File: src/core/axbps_pkg.sv
/*
  Shared constants and types for the per-axis breakpoint and position-set logic.
  Assumes one controller clock and a host that issues one-cycle command strobes.
*/
package axbps_pkg;

  // ==========================================================================
  // widths and ranges
  localparam int POS_W = 32;
  localparam int STS_W = 16;
  localparam logic signed [31:0] TARGET_MIN = 32'shC0000000;
  localparam logic signed [31:0] TARGET_MAX = 32'sh3FFFFFFF;

  // ==========================================================================
  // axis status word bit positions
  localparam int STS_MOTION_DONE = 0;
  localparam int STS_BRK_ARRIVED = 2;
  localparam int STS_HOME_CAPT = 3;
  localparam int STS_CMD_ERROR = 7;
  localparam int STS_MOVING = 10;
  localparam int STS_HOME_ARMED = 14;

  // ==========================================================================
  // reset values
  localparam logic [31:0] POS_RESET = 32'h00000000;
  localparam logic [31:0] VEL_RESET = 32'h00000000;
  localparam logic AUTO_UPD_RESET = 1'b0;

  // ==========================================================================
  // breakpoint condition selection
  typedef enum logic [1:0] {
    BRK_NONE = 2'b00,
    BRK_HOME = 2'b01,
    BRK_MOTION = 2'b10
  } axbps_brk_t;

endpackage

File: src/core/axbps_axis.sv
/*
  One axis: home/motion breakpoints, staged parameters, position-set commands.
  Assumes command strobes are one cycle, and that the profile generator and
  encoder report motion as count steps synchronous to clk.
*/
`timescale 1ns/100ps
module axbps_axis (
  input wire logic clk,
  input wire logic resetn,
  input wire logic armHomeEventBreakpoint,
  input wire logic armMotionDoneBreakpoint,
  input wire logic cancelBreakpoint,
  input wire logic requestHomeCapture,
  input wire logic enableBreakpointAutoUpdate,
  input wire logic disableBreakpointAutoUpdate,
  input wire logic writeTargetPosition,
  input wire logic [31:0] targetPositionData,
  input wire logic writeVelocity,
  input wire logic [31:0] velocityData,
  input wire logic smoothStopCommand,
  input wire logic applyStagedParameters,
  input wire logic applyStagedMultiAxis,
  input wire logic zeroAllPositions,
  input wire logic syncTargetToActual,
  input wire logic loadActualPosition,
  input wire logic [31:0] actualPositionData,
  input wire logic clearStatus,
  input wire logic [15:0] clearStatusMask,
  input wire logic homeSwitch,
  input wire logic motionDone,
  input wire logic axisMoving,
  input wire logic gearingMode,
  input wire logic curveProfileMode,
  input wire logic encoderUp,
  input wire logic encoderDown,
  input wire logic profileUp,
  input wire logic profileDown,
  output logic [31:0] actualPosition,
  output logic [31:0] profiledPosition,
  output logic [31:0] targetPosition,
  output logic [31:0] activeVelocity,
  output logic [31:0] capturePosition,
  output logic [15:0] axisStatus,
  output logic [1:0] breakpointMode,
  output logic autoUpdateEnabled,
  output logic smoothStopStart
);

  // ==========================================================================
  // state
  axbps_pkg::axbps_brk_t brkMode_r, brkMode_nxt;
  logic autoUpd_r, autoUpd_nxt, captArmed_r, captArmed_nxt, homeSwPrev_r;
  logic doneFlag_r, doneFlag_nxt, arrived_r, arrived_nxt, homeCapt_r, homeCapt_nxt;
  logic cmdErr_r, cmdErr_nxt, stagedStop_r, stagedStop_nxt, syncPending_r, syncPending_nxt;
  logic stopStart_r, stopStart_nxt;
  logic [31:0] capture_r, capture_nxt, stagedTarget_r, stagedTarget_nxt;
  logic [31:0] stagedVel_r, stagedVel_nxt, target_r, target_nxt, vel_r, vel_nxt;
  logic brkTrig, applyNow, busy, homeEdge, zeroOk, loadOk, profLoad;
  logic [31:0] profLoadValue, actualPos, profPos;
  logic signed [31:0] tgtIn;

  // ==========================================================================
  // decode
  // gearing always counts as moving, so it blocks zero and load too
  assign busy = axisMoving || gearingMode;
  assign homeEdge = homeSwitch && !homeSwPrev_r;
  assign zeroOk = zeroAllPositions && !busy;
  assign loadOk = loadActualPosition && !busy && !zeroAllPositions;
  assign brkTrig = ((brkMode_r == axbps_pkg::BRK_HOME) && homeCapt_r) ||
                   ((brkMode_r == axbps_pkg::BRK_MOTION) && doneFlag_r);
  assign applyNow = applyStagedParameters || applyStagedMultiAxis ||
                    (brkTrig && autoUpd_r);
  assign tgtIn = targetPositionData;

  // ==========================================================================
  // breakpoint, capture and status flags
  always_comb begin
    brkMode_nxt = brkMode_r;
    if (brkTrig || cancelBreakpoint) begin
      brkMode_nxt = axbps_pkg::BRK_NONE;
    end
    // a fresh arm in the trigger cycle is kept so a quick re-arm is not lost
    if (armHomeEventBreakpoint) begin
      brkMode_nxt = axbps_pkg::BRK_HOME;
    end else if (armMotionDoneBreakpoint) begin
      brkMode_nxt = axbps_pkg::BRK_MOTION;
    end
    autoUpd_nxt = autoUpd_r;
    if (enableBreakpointAutoUpdate) begin
      autoUpd_nxt = 1'b1;
    end else if (disableBreakpointAutoUpdate) begin
      autoUpd_nxt = 1'b0;
    end
    captArmed_nxt = captArmed_r;
    capture_nxt = capture_r;
    if (captArmed_r && homeEdge) begin
      captArmed_nxt = 1'b0;
      capture_nxt = actualPos;
    end
    if (requestHomeCapture) begin
      captArmed_nxt = 1'b1;
    end
    // set wins over a clear arriving in the same cycle
    arrived_nxt = (brkTrig) ||
                  (arrived_r && !(clearStatus && clearStatusMask[axbps_pkg::STS_BRK_ARRIVED]));
    homeCapt_nxt = (captArmed_r && homeEdge) ||
                   (homeCapt_r && !(clearStatus && clearStatusMask[axbps_pkg::STS_HOME_CAPT]));
    doneFlag_nxt = (motionDone && !gearingMode) ||
                   (doneFlag_r && !(clearStatus && clearStatusMask[axbps_pkg::STS_MOTION_DONE]));
    cmdErr_nxt = (zeroAllPositions && busy) || (loadActualPosition && busy) ||
                 (syncTargetToActual && (gearingMode || !curveProfileMode)) ||
                 (cmdErr_r && !(clearStatus && clearStatusMask[axbps_pkg::STS_CMD_ERROR]));
  end

  always_ff @(posedge clk) begin
    if (!resetn) begin
      brkMode_r <= axbps_pkg::BRK_NONE;
      autoUpd_r <= axbps_pkg::AUTO_UPD_RESET;
      captArmed_r <= 1'b0;
      homeSwPrev_r <= 1'b0;
      capture_r <= axbps_pkg::POS_RESET;
      arrived_r <= 1'b0;
      homeCapt_r <= 1'b0;
      doneFlag_r <= 1'b0;
      cmdErr_r <= 1'b0;
    end else begin
      brkMode_r <= brkMode_nxt;
      autoUpd_r <= autoUpd_nxt;
      captArmed_r <= captArmed_nxt;
      homeSwPrev_r <= homeSwitch;
      capture_r <= capture_nxt;
      arrived_r <= arrived_nxt;
      homeCapt_r <= homeCapt_nxt;
      doneFlag_r <= doneFlag_nxt;
      cmdErr_r <= cmdErr_nxt;
    end
  end

  // ==========================================================================
  // staged and active parameters
  always_comb begin
    stagedTarget_nxt = stagedTarget_r;
    if (writeTargetPosition) begin
      if (tgtIn < axbps_pkg::TARGET_MIN) begin
        stagedTarget_nxt = axbps_pkg::TARGET_MIN;
      end else if (tgtIn > axbps_pkg::TARGET_MAX) begin
        stagedTarget_nxt = axbps_pkg::TARGET_MAX;
      end else begin
        stagedTarget_nxt = targetPositionData;
      end
    end
    stagedVel_nxt = writeVelocity ? velocityData : stagedVel_r;
    stagedStop_nxt = stagedStop_r;
    syncPending_nxt = syncPending_r;
    if (applyNow) begin
      stagedStop_nxt = 1'b0;
      syncPending_nxt = 1'b0;
    end
    if (smoothStopCommand) begin
      stagedStop_nxt = 1'b1;
    end
    if (syncTargetToActual && !gearingMode && curveProfileMode) begin
      syncPending_nxt = 1'b1;
    end
    target_nxt = target_r;
    vel_nxt = vel_r;
    stopStart_nxt = 1'b0;
    profLoad = 1'b0;
    profLoadValue = actualPos;
    if (zeroOk) begin
      target_nxt = axbps_pkg::POS_RESET;
    end else if (loadOk) begin
      target_nxt = actualPositionData;
      profLoad = 1'b1;
      profLoadValue = actualPositionData;
    end else if (applyNow) begin
      // staged values reach the profile only here, never on write
      vel_nxt = stagedVel_r;
      stopStart_nxt = stagedStop_r;
      if (syncPending_r) begin
        target_nxt = actualPos;
        profLoad = 1'b1;
      end else begin
        target_nxt = stagedTarget_r;
      end
    end
  end

  always_ff @(posedge clk) begin
    if (!resetn) begin
      stagedTarget_r <= axbps_pkg::POS_RESET;
      stagedVel_r <= axbps_pkg::VEL_RESET;
      stagedStop_r <= 1'b0;
      syncPending_r <= 1'b0;
      target_r <= axbps_pkg::POS_RESET;
      vel_r <= axbps_pkg::VEL_RESET;
      stopStart_r <= 1'b0;
    end else begin
      stagedTarget_r <= stagedTarget_nxt;
      stagedVel_r <= stagedVel_nxt;
      stagedStop_r <= stagedStop_nxt;
      syncPending_r <= syncPending_nxt;
      target_r <= target_nxt;
      vel_r <= vel_nxt;
      stopStart_r <= stopStart_nxt;
    end
  end

  // ==========================================================================
  // position counters
  axbps_pos_counter actualCounter (
    .clk(clk),
    .resetn(resetn),
    .zero(zeroOk),
    .load(loadOk),
    .loadValue(actualPositionData),
    .stepUp(encoderUp),
    .stepDown(encoderDown),
    .value(actualPos)
  );

  axbps_pos_counter profiledCounter (
    .clk(clk),
    .resetn(resetn),
    .zero(zeroOk),
    .load(profLoad),
    .loadValue(profLoadValue),
    .stepUp(profileUp),
    .stepDown(profileDown),
    .value(profPos)
  );

  // ==========================================================================
  // outputs
  always_comb begin
    axisStatus = 16'h0000;
    axisStatus[axbps_pkg::STS_MOTION_DONE] = doneFlag_r;
    axisStatus[axbps_pkg::STS_BRK_ARRIVED] = arrived_r;
    axisStatus[axbps_pkg::STS_HOME_CAPT] = homeCapt_r;
    axisStatus[axbps_pkg::STS_CMD_ERROR] = cmdErr_r;
    axisStatus[axbps_pkg::STS_MOVING] = busy;
    axisStatus[axbps_pkg::STS_HOME_ARMED] = captArmed_r;
  end

  assign actualPosition = actualPos;
  assign profiledPosition = profPos;
  assign targetPosition = target_r;
  assign activeVelocity = vel_r;
  assign capturePosition = capture_r;
  assign breakpointMode = brkMode_r;
  assign autoUpdateEnabled = autoUpd_r;
  assign smoothStopStart = stopStart_r;
endmodule

File: src/core/axbps_pos_counter.sv
/*
  One signed position counter: zero, load, or step by one count.
  Assumes zero and load never meet a step the caller wants kept.
*/
`timescale 1ns/100ps
module axbps_pos_counter (
  input wire logic clk,
  input wire logic resetn,
  input wire logic zero,
  input wire logic load,
  input wire logic [31:0] loadValue,
  input wire logic stepUp,
  input wire logic stepDown,
  output logic [31:0] value
);

  // ==========================================================================
  // next value
  logic [31:0] value_r;
  logic [31:0] value_nxt;

  // zero and load override steps so a set command is never half applied
  always_comb begin
    value_nxt = value_r;
    if (zero) begin
      value_nxt = axbps_pkg::POS_RESET;
    end else if (load) begin
      value_nxt = loadValue;
    end else if (stepUp && !stepDown) begin
      value_nxt = value_r + 32'h00000001;
    end else if (stepDown && !stepUp) begin
      value_nxt = value_r - 32'h00000001;
    end
  end

  always_ff @(posedge clk) begin
    if (!resetn) begin
      value_r <= axbps_pkg::POS_RESET;
    end else begin
      value_r <= value_nxt;
    end
  end

  assign value = value_r;

endmodule

File: config.mk
export PLATFORM = sky130hd
export DESIGN_NAME = axbps_axis
export DESIGN_NICKNAME = d
export VERILOG_FILES = /design/src/core/axbps_pkg.sv /design/src/core/axbps_axis.sv /design/src/core/axbps_pos_counter.sv
export SDC_FILE = /design/constraint.sdc
export NUM_CORES = 1
export LEC_CHECK = 0
export BUFFER_PORTS_ARGS = -buffer_cell sky130_fd_sc_hd__buf_2
export CORE_ASPECT_RATIO = 1.2
export CORE_MARGIN = 4
export CORE_UTILIZATION = 50
export CTS_BUF_LIST = sky130_fd_sc_hd__clkbuf_4 sky130_fd_sc_hd__clkbuf_8
export DETAILED_ROUTE_END_ITERATION = 8
export HOLD_SLACK_MARGIN = 0.1
export PLACE_DENSITY_LB_ADDON = 0.2
export SETUP_SLACK_MARGIN = 0.15
export SLEW_MARGIN = 15
export SYNTH_ARGS = -nofsm -noshare
export SYNTH_HDL_FRONTEND = slang
export SYNTH_SLANG_ARGS = --single-unit
File: constraint.sdc
create_clock -name clk -period 4.25 [get_ports clk]
set_input_delay 0 -clock clk [delete_from_list [all_inputs] [get_ports clk]]
set_output_delay 0 -clock clk [all_outputs]
set_load 0.02 [all_outputs]
==> impl_metrics.py <==
metrics = {
    "place": {
        "dpl.hpwl_um": 31000,
        "numPortBuffers": 295,
        "place_congestion": 0.920,
        "placed_area_mm2": 0.0147,
        "place_ws_ns": 0.737,
    },
    "job": {
        "max-cap-violations": 0,
    },
    "drt": {
        "firstDrtPassIters": 5,
        "dr_total_vias": 13574,
        "drt_wl_total_um": 45300,
        "vias_per_cell": 5.67,
        "wl_per_cell_um": 18.9,
        "ant_nets": 0,
        "drcViolationCount": 0,
        "drt-initial-drc-count": 936,
    },
    "sta": {
        "setup_ws_ns": 1.23,
        "finalSetupViolations": 0,
        "slew_viol_final": 0,
        "tns_ns": 0,
        "fmax_ghz": 0.331,
        "skew_ns": 0.0213,
        "hold_viol_final": 0,
        "finalCritPeriodShare_pct": 71.1,
        "slew_headroom_pct": 31.4,
        "rsz0062_at_grt": "no",
        "finalCriticalPeriod_ns": 3.02,
        "worstMarginPinSlew_ns": 1.03,
    },
    "floorplanning": {
        "die_h_um": 186,
        "die_w_um": 156,
        "fp.coreArea_mm2": 0.0257,
        "initial_core_util_pct": 51.1,
        "num_rows": 64,
        "io_pins": 318,
        "dieArea_mm2": 0.0289,
    },
    "power": {
        "cellPowerDensity_mw_per_mm2": 466,
        "leakage_uw": 0.00767,
        "irDropWorstVdd_mv": 0.302,
    },
    "logic_synthesis": {
        "syn_avg_cell_area_um2": 7.98,
        "synth_mux_area_share_pct": 5.34,
        "ys_ff_latch": 236,
        "yosys.area_share.simple_pct": 17.9,
        "synth_top_family_by_area": "compound AO/OA/AOI/OAI gates",
        "synth_compound_area_share_pct": 25.7,
        "synth_xor_area_share_pct": 3.60,
        "async_flop_share_pct": 0,
        "syn_area_mm2": 0.0131,
        "synth_top_area_share_pct": 36.0,
        "synth_seq_area_share_pct": 36.0,
        "syn_inst": 1646,
        "yosysWarnings": 0,
        "synth_area_leaders": "dfxtp_1 (36%), nand2_1 (9.1%), a21oi_1 (6.5%)",
        "synth_adder_area_share_pct": 6.69,
        "synth_cell_types": 65,
        "synth_ff_type": "dfxtp_1",
        "synth_top_area_cell": "dfxtp_1",
        "synth_edf_count": 0,
    },
    "clocking": {
        "cts.clk_slew.worst_paths_ns": 0.06,
        "cts_buffer_depth": 3,
        "cts_buffers": 40,
        "h-tree-depth": 2,
        "clock_latency_ns": 0.54,
        "root_buffer": "clkbuf_8",
        "cts_tree": "built",
        "cts_resized": 0,
        "hold_buffers": 148,
        "clock-sinks": 236,
        "post-cts-setup-buffers": 0,
    },
    "setup_path": {
        "start_kind": "primary input",
        "r2r_slack_ns": 1.26,
        "crit_fanout": 21,
        "cp-end-kind": "flop",
        "path_class": "primary input to flop",
        "required_ns": 4.65,
        "crit_arrival_ns": 3.42,
    },
    "finish": {
        "drive_gt1_share_pct": 19.7,
        "area_delta_synth_final_pct": 29.8,
        "design_area_mm2": 0.0170,
        "nets": 2245,
        "most-common-layout-cells": "nand2_1 (316), buf_2 (294), dfxtp_1 (235)",
        "multi_input_area_mm2": 0.00785,
        "mostFrequentLayoutCell": "nand2_1",
        "fillers": 2156,
        "regArea_mm2": 0.00473,
    },
    "global_routing": {
        "track_usage_pct": 30.3,
        "grt_pass1_vias": 13595,
        "grt_max_degree": 140,
        "overflow": 0,
        "antenna_found_initial": 1,
        "grt_first_pass_wirelength_um": 70900,
    },
    "outcome": {
        "outcome": "finished clean",
    },
    "worst_hold_path": {
        "min_path_type": "primary input to flop",
    },
}
## layout make-up
type | instances | share of cell area, %
Sequential cell | 236 | 27.7
Tap cell | 330 | 2.42
Clock inverter | 7 | 0.397
Timing Repair Buffer | 463 | 18.3
Inverter | 27 | 0.595
Multi-Input combinational cell | 1270 | 46.1
Clock buffer | 60 | 4.48
Antenna cell | 1 | 0.0147
## cell families (layout without fill, tap and decap cells)
group	Yosys count	after routing
AO/OA/AOI/OAI	526	526
AND/OR/NAND/NOR	541	541
buffers and inverters	149	557
adder cells (fa/ha/maj)	69	69
multiplexers	70	70
flip-flops	236	236
other	1	11
XOR/XNOR	54	54
## worst max-delay path, cell delays in order
cell and delay [ns]:
buf_2 0.10, nor2b_1 0.27, inv_1 0.46, ha_1 0.50
a21oi_1 0.17, nor2b_1 0.07, a311o_1 0.40, a41oi_2 0.36
o21ai_2 0.14, a211oi_2 0.34, o31ai_1 0.14, mux2i_1 0.14
xnor2_1 0.24, o31ai_2 0.07
## synth_stat cells, drive strengths merged (9+ instances only)
| cell type | number |
|---|---|
| a21o | 31 |
| o21a | 10 |
| and3 | 10 |
| o311ai | 9 |
| mux2i | 70 |
| o211ai | 43 |
| a21boi | 71 |
| buf | 24 |
| a21oi | 172 |
| a211oi | 19 |
| nand2b | 14 |
| o21ai | 103 |
| xor2 | 25 |
| nand3 | 28 |
| nand2 | 317 |
| a311oi | 17 |
| xnor2 | 29 |
| ha | 67 |
| nor2b | 54 |
| clkbuf | 98 |
| nor2 | 88 |
| inv | 27 |
| a31oi | 14 |
| dfxtp | 236 |
## registers in the layout (all words and copies together), names as in the netlist, 2 cells and up
signal	flops
stagedTarget_r	32
stagedVel_r	32
actualCounter.value	32
targetPosition	32
profiledCounter.value	32
activeVelocity	32
capturePosition	32
breakpointMode	2
## final timing paths
| path | end | from | cells past startpoint |
|---|---|---|---|
| max | profiledCounter.value[31]$_SDFFE_PP0P_ | profileDown | 14 |
| min | stagedTarget_r[0]$_SDFFE_PN0P_ | writeTargetPosition | 4 |
| max reg2reg | actualCounter.value[26]$_SDFFE_PP0P_ | actualCounter.value[1]$_SDFFE_PP0P_ | 12 |
| min reg2reg | capturePosition[14]$_SDFFE_PN0P_ | capturePosition[14]$_SDFFE_PN0P_ | 2 |
## stage by stage
| step | instances | util, % | hold WS (ns) | power, uW |
|---|---|---|---|---|
| floorplan | 1655 | - | 0.0761 | 4850 |
| global placement | 2178 | 57.3 | 0.213 | 5670 |
| detailed placement | 2178 | 57.3 | 0.216 | 5700 |
| CTS | 2393 | 66.3 | 0.104 | 7950 |
| global route | 2394 | 66.3 | 0.154 | 8430 |
| finish | 2394 | 66.3 | 0.141 | 7940 |
## routing by layer
layer	vias up	share of wire (%)	track usage, %
met3	162	6.8	5.49
met4	0	5.5	15.4
met5	-	0	0
li1	6554	-	-
met2	535	50	55.7
met1	6323	37	33.1
## where the power goes
part	leakage (uW)	switching (uW)	internal, uW
registers	0.00194	304	2440
logic	0.00529	1780	1300
clock network	0.000432	921	1200
total	0.00767	3010	4940
No activity file was read; power rests on OpenSTA's default activity.
